## src/rtl/acs_pkg.sv

```systemverilog
// constants for the conversion sequencer
package acs_pkg;
  localparam int ACS_AW = 8;
  localparam int ACS_NUM_REGS = 7;
  localparam logic [7:0] ACS_CTRL_OFS = 8'h00;
  localparam logic [7:0] ACS_STAT_OFS = 8'h04;
  localparam logic [7:0] ACS_RES_HI_OFS = 8'h08;
  localparam logic [7:0] ACS_RES_LO_OFS = 8'h0c;
  localparam logic [7:0] ACS_ANA_OFS = 8'h10;
  localparam logic [7:0] ACS_DIR_OFS = 8'h14;
  localparam logic [7:0] ACS_PORT_OFS = 8'h18;
  // control field positions
  localparam int ACS_PWR_BIT = 0;
  localparam int ACS_GO_BIT = 1;
  localparam int ACS_CLKSEL_LSB = 2;
  localparam int ACS_CHAN_LSB = 5;
  localparam int ACS_FMT_BIT = 8;
  // status field positions
  localparam int ACS_DONE_BIT = 0;
  localparam int ACS_RECOV_BIT = 1;
  localparam int ACS_ACQ_BIT = 2;
  // reset values
  localparam logic [7:0] ACS_ANA_RST = 8'hff;
  localparam logic [7:0] ACS_DIR_RST = 8'hff;
  localparam logic [7:0] ACS_RES_RST = 8'h00;
  // timing in bit periods
  localparam logic [3:0] ACS_CONV_TADS = 4'hc;
  localparam logic [3:0] ACS_ABORT_TADS = 4'h2;
  localparam logic [9:0] ACS_SAR_FIRST = 10'h200;
  localparam logic [1:0] ACS_RESP_OKAY = 2'h0;
  localparam logic [1:0] ACS_RESP_DECERR = 2'h3;
  // clock select codes
  localparam logic [2:0] ACS_SEL_D2 = 3'h0;
  localparam logic [2:0] ACS_SEL_D4 = 3'h4;
  localparam logic [2:0] ACS_SEL_D8 = 3'h1;
  localparam logic [2:0] ACS_SEL_D16 = 3'h5;
  localparam logic [2:0] ACS_SEL_D32 = 3'h2;
  localparam logic [2:0] ACS_SEL_D64 = 3'h6;
  typedef enum logic [1:0] {
    ACS_OFF = 2'h0,
    ACS_ACQ = 2'h1,
    ACS_CONV = 2'h3,
    ACS_RECOV = 2'h2
  } acs_state_t;
endpackage

```

## src/rtl/acs_reg_if.sv

```systemverilog
// register access carrier between bus slave and core
`timescale 1ns/1ps
`default_nettype none
interface acs_reg_if;
  logic wr_en;
  logic [7:0] wr_addr;
  logic [31:0] wr_data;
  logic [31:0] wr_mask;
  logic rd_en;
  logic [7:0] rd_addr;
  logic [31:0] rd_data;
  modport bus (output wr_en, wr_addr, wr_data, wr_mask, rd_en, rd_addr, input rd_data);
  modport core (input wr_en, wr_addr, wr_data, wr_mask, rd_en, rd_addr, output rd_data);
endinterface
`default_nettype wire

```

## src/rtl/acs_top.sv

```systemverilog
// conversion sequencer core with register file and converter controls
// Contract
// each conversion lasts exactly twelve bit periods from its start.
// clock select codes give 2,4,8,16,32,64 periods or rc source.
// rc selection times bit periods from dedicated oscillator, two to six us.
// software picks a setting giving bit periods of at least 1.6 us.
// sampling switch opens at conversion start, stays open throughout.
// software waits out acquisition after a channel change before starting.
// clearing start/busy during conversion aborts it at once.
// abort leaves the result pair untouched.
// after abort wait two bit periods, then acquire again; start accepted.
// software never starts in the same write that powers on.
// completion loads ten bits justified into sixteen, unused bits zero.
// result bytes act as plain storage when no conversion writes them.
// port reads return zero on analog-configured pins.
// sequencing ignores channel and direction bits; output pins convert driven level.
// digital-input pins on the selected channel still convert normally.
// completion loads result, clears start/busy, sets done flag.
// format set right justifies, clear left justifies, zero fill.
// reset turns the converter off and aborts conversion.
// setting start/busy while powered starts; hardware clears on completion.
// bit timing comes from a prescaler restarted at each start; rc selection counts free-running oscillator edges.
`timescale 1ns/1ps
`default_nettype none
module acs_top
  import acs_pkg::*;
(
  input wire logic CLK_IN,
  input wire logic RST_B_IN,
  input wire logic [7:0] S_AXI_AWADDR_IN,
  input wire logic S_AXI_AWVALID_IN,
  output logic S_AXI_AWREADY_OUT,
  input wire logic [31:0] S_AXI_WDATA_IN,
  input wire logic [3:0] S_AXI_WSTRB_IN,
  input wire logic S_AXI_WVALID_IN,
  output logic S_AXI_WREADY_OUT,
  output logic [1:0] S_AXI_BRESP_OUT,
  output logic S_AXI_BVALID_OUT,
  input wire logic S_AXI_BREADY_IN,
  input wire logic [7:0] S_AXI_ARADDR_IN,
  input wire logic S_AXI_ARVALID_IN,
  output logic S_AXI_ARREADY_OUT,
  output logic [31:0] S_AXI_RDATA_OUT,
  output logic [1:0] S_AXI_RRESP_OUT,
  output logic S_AXI_RVALID_OUT,
  input wire logic S_AXI_RREADY_IN,
  input wire logic RC_OSC_IN,
  input wire logic COMPARATOR_IN,
  input wire logic [7:0] PORT_PIN_IN,
  output logic [7:0] PORT_PIN_OUT,
  output logic [7:0] PORT_OE_B_OUT,
  output logic SAMPLE_SWITCH_OUT,
  output logic CONVERTER_POWER_OUT,
  output logic [2:0] CHANNEL_OUT,
  output logic [9:0] DAC_CODE_OUT
);
  acs_reg_if rif();
  acs_state_t state;
  acs_state_t next_state;
  logic converter_power_on;
  logic [2:0] conv_clock_select;
  logic [2:0] input_channel_select;
  logic result_format_select;
  logic conversion_done_flag;
  logic [7:0] result_high_byte;
  logic [7:0] result_low_byte;
  logic [7:0] analog_mask;
  logic [7:0] pin_direction_bits;
  logic [7:0] pin_meta;
  logic [7:0] pin_sync;
  logic tick;
  logic [3:0] tad_cnt;
  logic [9:0] sar;
  logic [3:0] bit_idx;
  logic [15:0] justified;
  logic [31:0] ctrl_wr;
  logic ctrl_we;
  logic start_req;
  logic abort_req;
  logic power_req;
  logic restart;
  logic conv_done;
  logic recov_done;
  logic [31:0] ctrl_rd;

  acs_axi_slave u_axi (
    .clk_in(CLK_IN),
    .rst_b_in(RST_B_IN),
    .rif(rif.bus),
    .awaddr_in(S_AXI_AWADDR_IN),
    .awvalid_in(S_AXI_AWVALID_IN),
    .awready_out(S_AXI_AWREADY_OUT),
    .wdata_in(S_AXI_WDATA_IN),
    .wstrb_in(S_AXI_WSTRB_IN),
    .wvalid_in(S_AXI_WVALID_IN),
    .wready_out(S_AXI_WREADY_OUT),
    .bresp_out(S_AXI_BRESP_OUT),
    .bvalid_out(S_AXI_BVALID_OUT),
    .bready_in(S_AXI_BREADY_IN),
    .araddr_in(S_AXI_ARADDR_IN),
    .arvalid_in(S_AXI_ARVALID_IN),
    .arready_out(S_AXI_ARREADY_OUT),
    .rdata_out(S_AXI_RDATA_OUT),
    .rresp_out(S_AXI_RRESP_OUT),
    .rvalid_out(S_AXI_RVALID_OUT),
    .rready_in(S_AXI_RREADY_IN)
  );

  acs_tick_gen u_tick (
    .clk_in(CLK_IN),
    .rst_b_in(RST_B_IN),
    .sel_in(conv_clock_select),
    .restart_in(restart),
    .rc_osc_in(RC_OSC_IN),
    .tick_out(tick)
  );

  // control write decode
  assign ctrl_we = rif.wr_en && rif.wr_addr == ACS_CTRL_OFS;
  assign ctrl_wr = (ctrl_rd & ~rif.wr_mask) | (rif.wr_data & rif.wr_mask);
  assign power_req = ctrl_wr[ACS_PWR_BIT];
  // start only on a write made while already powered
  assign start_req = ctrl_we && ctrl_wr[ACS_GO_BIT] && converter_power_on;
  assign abort_req = ctrl_we && !ctrl_wr[ACS_GO_BIT];
  assign conv_done = state == ACS_CONV && tick && tad_cnt == ACS_CONV_TADS - 4'h1;
  assign recov_done = state == ACS_RECOV && tick && tad_cnt == ACS_ABORT_TADS - 4'h1;
  assign restart = next_state != state && (next_state == ACS_CONV || next_state == ACS_RECOV);
  assign bit_idx = 4'ha - tad_cnt;

  always_comb
  begin
    next_state = state;
    case (state)
      ACS_OFF:
        if (ctrl_we && power_req)
          next_state = ACS_ACQ;
      ACS_ACQ:
        if (ctrl_we && !power_req)
          next_state = ACS_OFF;
        else if (start_req)
          next_state = ACS_CONV;
      ACS_CONV:
        if (ctrl_we && !power_req)
          next_state = ACS_OFF;
        else if (abort_req)
          next_state = ACS_RECOV;
        else if (conv_done)
          next_state = ACS_ACQ;
      ACS_RECOV:
        if (ctrl_we && !power_req)
          next_state = ACS_OFF;
        else if (recov_done)
          next_state = ACS_ACQ;
      default:
        next_state = ACS_OFF;
    endcase
  end

  // reset leaves the converter off R18
  always_ff @(posedge CLK_IN or negedge RST_B_IN)
  begin
    if (!RST_B_IN)
      state <= ACS_OFF;
    else
      state <= next_state;
  end

  // switch open outside acquisition R5
  always_ff @(posedge CLK_IN or negedge RST_B_IN)
  begin
    if (!RST_B_IN)
      SAMPLE_SWITCH_OUT <= 1'b0;
    else
      SAMPLE_SWITCH_OUT <= next_state == ACS_ACQ;
  end

  always_ff @(posedge CLK_IN or negedge RST_B_IN)
  begin
    if (!RST_B_IN)
    begin
      converter_power_on <= 1'b0;
      conv_clock_select <= ACS_SEL_D2;
      input_channel_select <= 3'h0;
      result_format_select <= 1'b0;
    end
    else if (ctrl_we)
    begin
      converter_power_on <= power_req;
      conv_clock_select <= ctrl_wr[ACS_CLKSEL_LSB +: 3];
      input_channel_select <= ctrl_wr[ACS_CHAN_LSB +: 3];
      result_format_select <= ctrl_wr[ACS_FMT_BIT];
    end
  end

  always_ff @(posedge CLK_IN or negedge RST_B_IN)
  begin
    if (!RST_B_IN)
    begin
      CONVERTER_POWER_OUT <= 1'b0;
      CHANNEL_OUT <= 3'h0;
    end
    else
    begin
      CONVERTER_POWER_OUT <= next_state != ACS_OFF;
      CHANNEL_OUT <= ctrl_we ? ctrl_wr[ACS_CHAN_LSB +: 3] : input_channel_select;
    end
  end

  // bit period counter, restarted with the prescaler
  always_ff @(posedge CLK_IN or negedge RST_B_IN)
  begin
    if (!RST_B_IN)
      tad_cnt <= 4'h0;
    else if (restart)
      tad_cnt <= 4'h0;
    else if (tick && (state == ACS_CONV || state == ACS_RECOV))
      tad_cnt <= tad_cnt + 4'h1;
  end

  // approximation; channel and pin direction never gate it R14 R15
  // comparator is strobed on this clock, settled one clock after the trial code
  always_ff @(posedge CLK_IN or negedge RST_B_IN)
  begin
    if (!RST_B_IN)
      sar <= ACS_SAR_FIRST;
    else if (restart)
      sar <= ACS_SAR_FIRST;
    else if (state == ACS_CONV && tick && tad_cnt >= 4'h1 && tad_cnt <= 4'ha)
    begin
      sar[bit_idx] <= COMPARATOR_IN;
      if (bit_idx != 4'h0)
        sar[bit_idx - 4'h1] <= 1'b1;
    end
  end

  always_ff @(posedge CLK_IN or negedge RST_B_IN)
  begin
    if (!RST_B_IN)
      DAC_CODE_OUT <= 10'h0;
    else
      DAC_CODE_OUT <= sar;
  end

  // justification with zero fill R11 R17
  assign justified = result_format_select ? {6'h0, sar} : {sar, 6'h0};

  // result pair; aborts skip the load R8 R12
  always_ff @(posedge CLK_IN or negedge RST_B_IN)
  begin
    if (!RST_B_IN)
    begin
      result_high_byte <= ACS_RES_RST;
      result_low_byte <= ACS_RES_RST;
    end
    else if (conv_done && next_state == ACS_ACQ)
    begin
      result_high_byte <= justified[15:8];
      result_low_byte <= justified[7:0];
    end
    else if (rif.wr_en && state != ACS_CONV)
    begin
      if (rif.wr_addr == ACS_RES_HI_OFS && rif.wr_mask[0])
        result_high_byte <= rif.wr_data[7:0];
      if (rif.wr_addr == ACS_RES_LO_OFS && rif.wr_mask[0])
        result_low_byte <= rif.wr_data[7:0];
    end
  end

  // done flag, write one clears, set wins
  always_ff @(posedge CLK_IN or negedge RST_B_IN)
  begin
    if (!RST_B_IN)
      conversion_done_flag <= 1'b0;
    else if (next_state == ACS_ACQ && conv_done)
      conversion_done_flag <= 1'b1;
    else if (rif.wr_en && rif.wr_addr == ACS_STAT_OFS && rif.wr_mask[0]
             && rif.wr_data[ACS_DONE_BIT])
      conversion_done_flag <= 1'b0;
  end

  // port pins and configuration
  always_ff @(posedge CLK_IN or negedge RST_B_IN)
  begin
    if (!RST_B_IN)
    begin
      analog_mask <= ACS_ANA_RST;
      pin_direction_bits <= ACS_DIR_RST;
      PORT_PIN_OUT <= 8'h0;
    end
    else if (rif.wr_en && rif.wr_mask[0])
    begin
      if (rif.wr_addr == ACS_ANA_OFS)
        analog_mask <= rif.wr_data[7:0];
      if (rif.wr_addr == ACS_DIR_OFS)
        pin_direction_bits <= rif.wr_data[7:0];
      if (rif.wr_addr == ACS_PORT_OFS)
        PORT_PIN_OUT <= rif.wr_data[7:0];
    end
  end

  always_ff @(posedge CLK_IN or negedge RST_B_IN)
  begin
    if (!RST_B_IN)
      PORT_OE_B_OUT <= ACS_DIR_RST;
    else
      PORT_OE_B_OUT <= pin_direction_bits;
  end

  always_ff @(posedge CLK_IN or negedge RST_B_IN)
  begin
    if (!RST_B_IN)
    begin
      pin_meta <= 8'h0;
      pin_sync <= 8'h0;
    end
    else
    begin
      pin_meta <= PORT_PIN_IN;
      pin_sync <= pin_meta;
    end
  end

  always_comb
  begin
    ctrl_rd = 32'h0;
    ctrl_rd[ACS_PWR_BIT] = converter_power_on;
    ctrl_rd[ACS_GO_BIT] = state == ACS_CONV;
    ctrl_rd[ACS_CLKSEL_LSB +: 3] = conv_clock_select;
    ctrl_rd[ACS_CHAN_LSB +: 3] = input_channel_select;
    ctrl_rd[ACS_FMT_BIT] = result_format_select;
  end

  always_comb
  begin
    rif.rd_data = 32'h0;
    case (rif.rd_addr)
      ACS_CTRL_OFS: rif.rd_data = ctrl_rd;
      ACS_STAT_OFS:
      begin
        rif.rd_data[ACS_DONE_BIT] = conversion_done_flag;
        rif.rd_data[ACS_RECOV_BIT] = state == ACS_RECOV;
        rif.rd_data[ACS_ACQ_BIT] = state == ACS_ACQ;
      end
      ACS_RES_HI_OFS: rif.rd_data[7:0] = result_high_byte;
      ACS_RES_LO_OFS: rif.rd_data[7:0] = result_low_byte;
      ACS_ANA_OFS: rif.rd_data[7:0] = analog_mask;
      ACS_DIR_OFS: rif.rd_data[7:0] = pin_direction_bits;
      ACS_PORT_OFS: rif.rd_data[7:0] = pin_sync & ~analog_mask;
      default: rif.rd_data = 32'h0;
    endcase
  end
endmodule
`default_nettype wire

```

## src/rtl/acs_tick_gen.sv

```systemverilog
// bit period tick from prescaler or rc oscillator pin
`timescale 1ns/1ps
`default_nettype none
module acs_tick_gen
  import acs_pkg::*;
(
  input wire logic clk_in,
  input wire logic rst_b_in,
  input wire logic [2:0] sel_in,
  input wire logic restart_in,
  input wire logic rc_osc_in,
  output logic tick_out
);
  logic [6:0] div;
  logic [6:0] cnt;
  logic rc_meta;
  logic rc_sync;
  logic rc_prev;
  logic use_rc;

  always_comb
  begin
    use_rc = 1'b0;
    case (sel_in)
      ACS_SEL_D2: div = 7'h02;
      ACS_SEL_D4: div = 7'h04;
      ACS_SEL_D8: div = 7'h08;
      ACS_SEL_D16: div = 7'h10;
      ACS_SEL_D32: div = 7'h20;
      ACS_SEL_D64: div = 7'h40;
      default:
      begin
        div = 7'h02;
        use_rc = 1'b1;
      end
    endcase
  end

  always_ff @(posedge clk_in or negedge rst_b_in)
  begin
    if (!rst_b_in)
    begin
      rc_meta <= 1'b0;
      rc_sync <= 1'b0;
      rc_prev <= 1'b0;
    end
    else
    begin
      rc_meta <= rc_osc_in;
      rc_sync <= rc_meta;
      rc_prev <= rc_sync;
    end
  end

  // prescaler restarts at conversion start R20
  always_ff @(posedge clk_in or negedge rst_b_in)
  begin
    if (!rst_b_in)
      cnt <= 7'h00;
    else if (restart_in || cnt == div - 7'h01)
      cnt <= 7'h00;
    else
      cnt <= cnt + 7'h01;
  end

  always_ff @(posedge clk_in or negedge rst_b_in)
  begin
    if (!rst_b_in)
      tick_out <= 1'b0;
    else if (restart_in)
      tick_out <= 1'b0;
    else if (use_rc)
      tick_out <= rc_sync && !rc_prev;
    else
      tick_out <= cnt == div - 7'h01;
  end
endmodule
`default_nettype wire

```

## src/rtl/acs_axi_slave.sv

```systemverilog
// axi4-lite slave feeding the register carrier
`timescale 1ns/1ps
`default_nettype none
module acs_axi_slave
  import acs_pkg::*;
(
  input wire logic clk_in,
  input wire logic rst_b_in,
  acs_reg_if.bus rif,
  input wire logic [7:0] awaddr_in,
  input wire logic awvalid_in,
  output logic awready_out,
  input wire logic [31:0] wdata_in,
  input wire logic [3:0] wstrb_in,
  input wire logic wvalid_in,
  output logic wready_out,
  output logic [1:0] bresp_out,
  output logic bvalid_out,
  input wire logic bready_in,
  input wire logic [7:0] araddr_in,
  input wire logic arvalid_in,
  output logic arready_out,
  output logic [31:0] rdata_out,
  output logic [1:0] rresp_out,
  output logic rvalid_out,
  input wire logic rready_in
);
  logic wr_hit;
  logic rd_hit;
  logic wr_go;
  logic rd_go;

  assign wr_hit = awaddr_in[7:2] < 6'(ACS_NUM_REGS);
  assign rd_hit = araddr_in[7:2] < 6'(ACS_NUM_REGS);
  assign wr_go = awready_out && awvalid_in && wvalid_in;
  assign rd_go = arready_out && arvalid_in;
  assign rif.wr_en = wr_go && wr_hit;
  assign rif.wr_addr = awaddr_in;
  assign rif.wr_data = wdata_in;
  assign rif.rd_en = rd_go;
  assign rif.rd_addr = araddr_in;

  always_comb
  begin
    for (int i = 0; i < 4; i++)
      rif.wr_mask[i*8 +: 8] = {8{wstrb_in[i]}};
  end

  always_ff @(posedge clk_in or negedge rst_b_in)
  begin
    if (!rst_b_in)
    begin
      awready_out <= 1'b0;
      wready_out <= 1'b0;
      bvalid_out <= 1'b0;
      bresp_out <= ACS_RESP_OKAY;
    end
    else if (wr_go)
    begin
      awready_out <= 1'b0;
      wready_out <= 1'b0;
      bvalid_out <= 1'b1;
      bresp_out <= wr_hit ? ACS_RESP_OKAY : ACS_RESP_DECERR;
    end
    else
    begin
      if (bvalid_out && bready_in)
        bvalid_out <= 1'b0;
      if (awvalid_in && wvalid_in && !bvalid_out && !awready_out)
      begin
        awready_out <= 1'b1;
        wready_out <= 1'b1;
      end
    end
  end

  always_ff @(posedge clk_in or negedge rst_b_in)
  begin
    if (!rst_b_in)
    begin
      arready_out <= 1'b0;
      rvalid_out <= 1'b0;
      rdata_out <= 32'h0;
      rresp_out <= ACS_RESP_OKAY;
    end
    else if (rd_go)
    begin
      arready_out <= 1'b0;
      rvalid_out <= 1'b1;
      rdata_out <= rd_hit ? rif.rd_data : 32'h0;
      rresp_out <= rd_hit ? ACS_RESP_OKAY : ACS_RESP_DECERR;
    end
    else
    begin
      if (rvalid_out && rready_in)
        rvalid_out <= 1'b0;
      if (arvalid_in && !rvalid_out && !arready_out)
        arready_out <= 1'b1;
    end
  end
endmodule
`default_nettype wire

```

## config.mk

```make
export PLATFORM = sky130hd
export DESIGN_NAME = acs_top
export DESIGN_NICKNAME = d
export VERILOG_FILES = /design/src/rtl/acs_pkg.sv /design/src/rtl/acs_reg_if.sv /design/src/rtl/acs_top.sv /design/src/rtl/acs_tick_gen.sv /design/src/rtl/acs_axi_slave.sv
export SDC_FILE = /design/constraint.sdc
export NUM_CORES = 1
export LEC_CHECK = 0
export ABC_AREA = 1
export ABC_CLOCK_PERIOD_IN_PS = 1860
export BUFFER_PORTS_ARGS = -buffer_cell sky130_fd_sc_hd__buf_2
export CORE_MARGIN = 5
export CORE_UTILIZATION = 51
export CTS_BUF_LIST = sky130_fd_sc_hd__clkbuf_8
export CTS_CLUSTER_DIAMETER = 40
export CTS_CLUSTER_SIZE = 25
export DETAILED_ROUTE_END_ITERATION = 6
export PLACE_DENSITY = 0.84
export RECOVER_POWER = 100
export SYNTH_ARGS = -nofsm -noshare
export SYNTH_HDL_FRONTEND = slang
export SYNTH_SLANG_ARGS = --single-unit
```

## constraint.sdc

```tcl
create_clock -name CLK_IN -period 1.86 [get_ports CLK_IN]
set_input_delay 0.093 -clock CLK_IN [delete_from_list [all_inputs] [get_ports CLK_IN]]
set_output_delay 0.093 -clock CLK_IN [all_outputs]
set_load 0.05 [all_outputs]
```

==> results.py, run 1 <==
metrics = {
    "run_status": {
        "outcome": "finished, violations left",
        "violations": "setup timing",
    },
    "floorplanning": {
        "core_um2": 11960,
        "boundaryPins": 141,
        "dieHeight_um": 120.0,
        "fp.dieArea_um2": 14400,
        "die_w_um": 120.0,
        "rows": 40,
        "initial_utilization_pct": 51.61,
    },
    "worst_setup_path": {
        "endpoint_kind": "register",
        "critPathMaxStageDelay_ps": 440,
        "cp_max_fo": 6,
        "startpoint_type": "register",
        "crit_chain": "inv_2, buf_4, ha_4, inv_1, nor3_2, nor2_4, buf_6, nand2_4, o21ai_1, o21ai_1, nor2_2, nor2_4",
        "cp.required_ps": 2190,
        "cpMaxStageDelayCell": "dfrtp_2",
        "arrival_ps": 2320,
        "critPathKind": "reg2reg",
    },
    "global_route": {
        "overflow": 0,
        "grt_pass1_vias": 5317,
        "grt_max_degree": 50,
        "antenna_found_initial": 0,
        "track_usage_pct": 22.62,
        "grt_pass1_wl_mm": 26.09,
    },
    "timing": {
        "maxSlewViolCount": 0,
        "tightestPinTransition_ps": 869.2,
        "period_needed_ps": 1981,
        "max-slew-margin-rel_pct": 42.05,
        "setup_violations": 37,
        "worst_slack_ps": -120.5,
        "fmaxAchievable_mhz": 504.9,
        "hold_viol": 0,
        "finalCritPeriodShare_pct": 106.5,
        "clock_skew_ps": 9.355,
        "rsz0062_at_grt": "true",
    },
    "layout": {
        "reg.largest.list": "DAC_CODE_OUT: 10 flops, sar: 10 flops, u_axi.rdata_out: 9 flops",
        "syn2layout_area_growth_pct": 31.33,
        "final_common_cell": "nand2_1",
        "fillers": 874,
        "fin_area_um2": 8108,
        "drive_above_1_share_pct": 30.60,
        "antenna_cells": 0,
        "nets": 981,
        "final_cell_mix": "144 x nand2_1, 100 x dfrtp_1, 90 x buf_2",
    },
    "logic_synthesis": {
        "synth-seq-cells": 127,
        "syn-cell-area_um2": 6173,
        "syn_inst": 729,
        "yosysWarnings": 0,
        "ys_seq_area_share_pct": 51.99,
        "syn_area_per_cell_um2": 8.468,
        "synth_cell_types": 37,
    },
    "power_and_ir_drop": {
        "power_density_nw_per_um2": 781.9,
        "finalPower_mw": 6.339,
        "leakagePower_nw": 3.985,
        "ir_drop_uv": 430.0,
    },
    "cts": {
        "cts_sinks": 127,
        "cts-root-buf": "clkbuf_8",
        "cts.path.max_buffers": 2,
        "cts_tree": "done",
        "cts_made_buffers": 17,
        "clk_latency_ps": 440,
        "path_clk_slew_ps": 80,
        "cts_htree_levels": 4,
    },
    "routing": {
        "ant_nets": 0,
        "drtIter0Drc": 658,
        "drt-pass1-iter-count": 7,
        "highest_layer": "met4",
        "num_vias": 5695,
        "post-route-drc-count": 0,
        "wl_met2_mm": 8.415,
        "drt-met1-wl_mm": 6.428,
        "finalWirelength_mm": 16.71,
        "vias_per_cell": 5.363,
        "routedWlPerCell_um": 15.73,
        "dr_wl_met3_mm": 1.247,
    },
    "min_path": {
        "hp-class": "in2reg",
    },
    "placement": {
        "dpl_cell_area_um2": 6973,
        "gp_congestion": 0.9011,
        "post-dp-hpwl_mm": 10.98,
        "portBuffers": 92,
    },
    "job": {
        "max-cap-violations": 0,
    },
}
==> report_power, final <==
group | leakage (nW) | switching [mW] | internal, mW
sequential | 1.50 | 0.0603 | 2.85
clock | 0.198 | 1.20 | 1.21
combinational | 2.28 | 0.720 | 0.303
total | 3.98 | 1.98 | 4.36
==> metrics by stage <==
| step | util [%] | setup WS (ps) | TNS [ps] | instances | hold slack (ps) |
|---|---|---|---|---|---|
| 2_1_floorplan | - | -174.8 | -3146 | 751 | -202.6 |
| 5_1_grt | 67.78 | -171.9 | -4702 | 1062 | 34.59 |
| 3_5_place_dp | 58.29 | -85.49 | -1333 | 991 | 66.35 |
| 3_3_place_gp | 58.29 | -41.74 | -394.5 | 991 | 67.37 |
| 4_1_cts | 64.42 | -14.66 | -93.45 | 1050 | 4.487 |
| 6_report | 67.78 | -120.5 | -1536 | 1062 | 11.40 |
==> repair_timing <==
action                     4_1_cts  5_1_grt
hold endpoints to repair       157        0
gates resized for setup         28       81
hold buffers                    25        0
gates cloned                     1        1
setup endpoints to repair       41       69
pin swaps                       11       16
setup buffers                    2       11
==> cells in the mapped netlist, drive strengths merged <==
library cell	instances	area (um2)
o21ai	70	354.1
clkbuf	8	33.79
and2	1	6.260
inv	86	322.8
nand3	69	372.9
xor2	10	87.58
o22ai	2	12.51
o2111ai	2	17.52
o211ai	2	15.01
and3	1	6.260
nor3	13	65.06
xnor2	6	52.55
nor4	3	33.78
o21a	2	15.01
ha	9	112.6
a211oi	1	7.510
dfstp	25	656.9
a21oi	9	45.04
nand2	160	605.6
conb	1	3.750
nor2	81	304.0
a31oi	4	25.02
nor3b	1	7.510
dfrtp	102	2552
o31ai	3	22.52
nand4	22	143.9
buf	36	291.5
==> worst max-delay path: cells and delay by family (launching register included) <==
family                     cells  cell delay [ps]
DFF                            1              440
adders and majority gates      1              150
and+or+nand+nor                5              510
buffers and inverters          4              480
AOI/OAI and AO/OA              2              280
==> logic make-up after synthesis <==
kind of cell    count (synthesis)  synth area share, %
fa+ha+maj                       9                1.824
other cells                     1              0.06074
compound gates                 95                8.330
flops                         127                51.99
xor+xnor                       16                2.270
buf+inv                       130                10.50
simple gates                  351                25.03
==> per-layer routing <==
| layer | global-route usage (%) | vias to the layer above |
|---|---|---|
| met5 | 0 | - |
| met4 | 8.447 | 0 |
| met3 | 5.137 | 67 |
| met2 | 38.00 | 274 |
| met1 | 28.55 | 2693 |
| li1 | - | 2661 |
==> path summary, 6_finish.rpt <==
kind | start | end | slack (ps) | cells after the start
setup / recovery | tad_cnt[0]$_DFFE_PN0P_ | sar[5]$_DFFE_PN0P_ | -120 | 12
max in group asynchronous | RST_B_IN | analog_mask[2]$_DFFE_PN1P_ | 760 | 3
hold reg to reg | pin_meta[2]$_DFF_PN0_ | pin_sync[2]$_DFF_PN0_ | 350 | 0
min in group asynchronous | RST_B_IN | PORT_PIN_OUT[1]$_DFFE_PN0P_ | 300 | 2
setup reg to reg | tad_cnt[0]$_DFFE_PN0P_ | sar[5]$_DFFE_PN0P_ | -120 | 12
hold / removal | S_AXI_WVALID_IN | u_axi.bvalid_out$_DFFE_PN0P_ | 10 | 3
==> area by class of cell <==
class	instances	area, um2	area share, %
Inverter	86	322.8	3.981
Tap cell	147	183.9	2.269
Clock buffer	17	234.0	2.886
Clock inverter	14	156.4	1.929
Timing Repair Buffer	177	1261	15.56
Multi-Input combinational cell	494	2738	33.77
Sequential cell	127	3212	39.61
Power figures use the tool's default switching activity.
==> run 2, diff against run 1 <==
Settings changed: ABC_AREA 1 to not set, ABC_CLOCK_PERIOD_IN_PS 1860 to not set, HOLD_SLACK_MARGIN set to 0.05.
==> results.py, run 2 <==
metrics = {
    "placement": {
        "placedCellCount": 860,
        "gp_congestion": 0.8436,
        "post-dp-hpwl_mm": 11.97,
        "dpl_cell_area_um2": 7532,
        "portBuffers": 92,
    },
    "worst_setup_path": {
        "arrival_ps": 2390,
        "startpoint_type": "register",
        "endpoint_kind": "register",
        "critPathKind": "reg2reg",
        "cp.required_ps": 2220,
        "cp_max_fo": 6,
    },
    "logic_synthesis": {
        "ys_seq_area_share_pct": 50.05,
        "synth-seq-cells": 127,
        "syn_area_per_cell_um2": 11.51,
        "synthArstFlopShare_pct": 100.0,
        "yosys_most_used_dff": "dfrtp_1",
        "synth-edff-count": 0,
        "ys_top_cells_by_count": "102 x dfrtp_1, 48 x mux2i_1, 34 x mux2_2",
        "syn-cell-area_um2": 6412,
        "syn_inst": 557,
        "synth_cell_types": 76,
        "post-synth-top-count-cell": "dfrtp_1",
        "yosysTopAreaCell": "dfrtp_1",
        "synthTopCellsByArea": "dfrtp_1 40%, dfstp_2 10%, mux2i_1 7.5%, mux2_2 6.0%, buf_4 3.2%",
        "synth_top_area_share_pct": 39.80,
        "yosysWarnings": 0,
    },
    "cts": {
        "cts_tree": "done",
        "cts_htree_levels": 4,
        "cts_sinks": 127,
        "path_clk_slew_ps": 70,
        "cts.path.max_buffers": 2,
        "clk_latency_ps": 450,
        "cts-root-buf": "clkbuf_8",
        "cts_made_buffers": 17,
    },
    "floorplanning": {
        "initial_utilization_pct": 51.44,
        "boundaryPins": 141,
        "rows": 41,
        "core_um2": 12470,
        "die_w_um": 122.1,
        "fp.dieArea_um2": 14920,
        "dieHeight_um": 122.1,
    },
    "min_path": {
        "hp-class": "in2reg",
    },
    "routing": {
        "num_vias": 5225,
        "routedWlPerCell_um": 19.15,
        "drtIter0Drc": 438,
        "ant_nets": 0,
        "finalWirelength_mm": 17.94,
        "drt-pass1-iter-count": 6,
        "post-route-drc-count": 0,
        "vias_per_cell": 5.576,
    },
    "timing": {
        "clock_skew_ps": 10.79,
        "period_needed_ps": 2035,
        "max-slew-margin-rel_pct": 25.89,
        "finalCritPeriodShare_pct": 109.4,
        "maxSlewViolCount": 0,
        "tightestPinTransition_ps": 1112,
        "hold_viol": 0,
        "setup_violations": 38,
        "worst_slack_ps": -175.1,
        "fmaxAchievable_mhz": 491.4,
        "whs_ps": 101.2,
        "rsz0062_at_grt": "true",
    },
    "layout": {
        "drive_above_1_share_pct": 35.42,
        "fin_cells": 937,
        "final_cell_mix": "98 x dfrtp_1, 68 x buf_4, 54 x clkbuf_1",
        "nets": 830,
        "fillers": 907,
        "final_common_cell": "dfrtp_1",
        "fin_area_um2": 8439,
        "syn2layout_area_growth_pct": 31.61,
        "reg.largest.list": "DAC_CODE_OUT: 10 flops, sar: 10 flops, u_axi.rdata_out: 9 flops",
        "antenna_cells": 0,
        "post-route-util_pct": 67.70,
    },
    "global_route": {
        "overflow": 0,
        "grt_pass1_wl_mm": 28.06,
        "grt_pass1_vias": 5367,
        "track_usage_pct": 24.36,
        "antenna_found_initial": 0,
        "grt_max_degree": 47,
    },
    "power_and_ir_drop": {
        "power_density_nw_per_um2": 737.5,
        "finalPower_mw": 6.224,
        "ir_drop_uv": 380.4,
        "leakagePower_nw": 3.526,
    },
    "job": {
        "max-cap-violations": 0,
    },
    "run_status": {
        "violations": "setup timing",
        "outcome": "finished, violations left",
    },
}
[run 2: cell count changes after synthesis, moves of 12 or more]
cell      previous run  this run
nand4_1             21         9
a21oi_1              9        25
nor2_1              81        14
mux2_2               0        34
nand2_1            158        32
o21ai_0             68        20
nand3_1             65        12
nand2b_1             0        14
mux2i_1              0        48
inv_1               86        12
[run 2: per-stage QoR]
| step | setup slack [ps] | TNS, ps |
|---|---|---|
| 2_1_floorplan | -269.5 | -2873 |
| 3_3_place_gp | -155.4 | -2114 |
| 3_5_place_dp | -250.7 | -3428 |
| 4_1_cts | -141.9 | -2128 |
| 5_1_grt | -250.2 | -6748 |
| 6_report | -175.1 | -3531 |
[run 2: cell families (layout without fill, tap and decap cells)]
group / count (synthesis) / after routing / synth area share (%)
flops: 127 / 127 / 50.05
compound gates: 100 / 100 / 10.87
other cells: 1 / 23 / 0.05848
xor+xnor: 15 / 15 / 2.166
mux: 83 / 83 / 13.81
buf+inv: 69 / 255 / 6.244
fa+ha+maj: 9 / 9 / 1.756
simple gates: 153 / 153 / 15.04
[run 2: area by class of cell]
type                            count  area [um2]  share of cell area [%]
Sequential cell                   127        3214                   38.09
Multi-Input combinational cell    383        3112                   36.87
Timing Repair Buffer              211        1433                   16.98
Clock buffer                       17       234.0                   2.772
Tap cell                          172       215.2                   2.550
Clock inverter                     15       183.9                   2.179
Inverter                           12       47.55                  0.5634
[run 2: worst max-delay path, stage by stage (launching register included)]
cell	delay, ps
dfrtp_2	460
inv_4	110
ha_4	180
nand4bb_4	120
o211a_1	230
o21ai_1	120
nor3b_4	220
buf_6	150
clkbuf_16	140
mux2i_1	220
[run 2: metal layers]
layer	vias to the layer above	part of all wire [%]	global-route usage, %
li1	2364	-	-
met1	2594	42	31.52
met2	221	49	39.71
met5	-	0	0
met4	0	3.0	10.92
met3	46	6.1	4.921
[run 2: power breakdown]
part / switching [mW] / internal [mW]
logic: 0.539 / 0.224
clock network: 1.19 / 1.34
registers: 0.0789 / 2.85
[run 2: final timing paths]
| path | from | endpoint | slack [ps] | cells past startpoint |
|---|---|---|---|---|
| setup / recovery | tad_cnt[1]$_DFFE_PN0P_ | result_low_byte[2]$_DFFE_PN0P_ | -180 | 9 |
| hold / removal | COMPARATOR_IN | sar[2]$_DFFE_PN0P_ | 100 | 3 |
| setup reg to reg | tad_cnt[1]$_DFFE_PN0P_ | result_low_byte[2]$_DFFE_PN0P_ | -180 | 9 |
| hold reg to reg | pin_meta[7]$_DFF_PN0_ | pin_sync[7]$_DFF_PN0_ | 350 | 0 |
| max in group asynchronous | RST_B_IN | PORT_OE_B_OUT[0]$_DFF_PN1_ | 310 | 3 |
| min in group asynchronous | RST_B_IN | DAC_CODE_OUT[5]$_DFF_PN0_ | 380 | 2 |
[run 2: what timing repair did]
action	in CTS	in global routing
endpoints found under the setup margin	36	40
endpoints found under the hold margin	94	0
gates cloned	1	2
hold buffers	31	0
resized for setup	23	11
buffers inserted	6	5
pin swaps	4	1
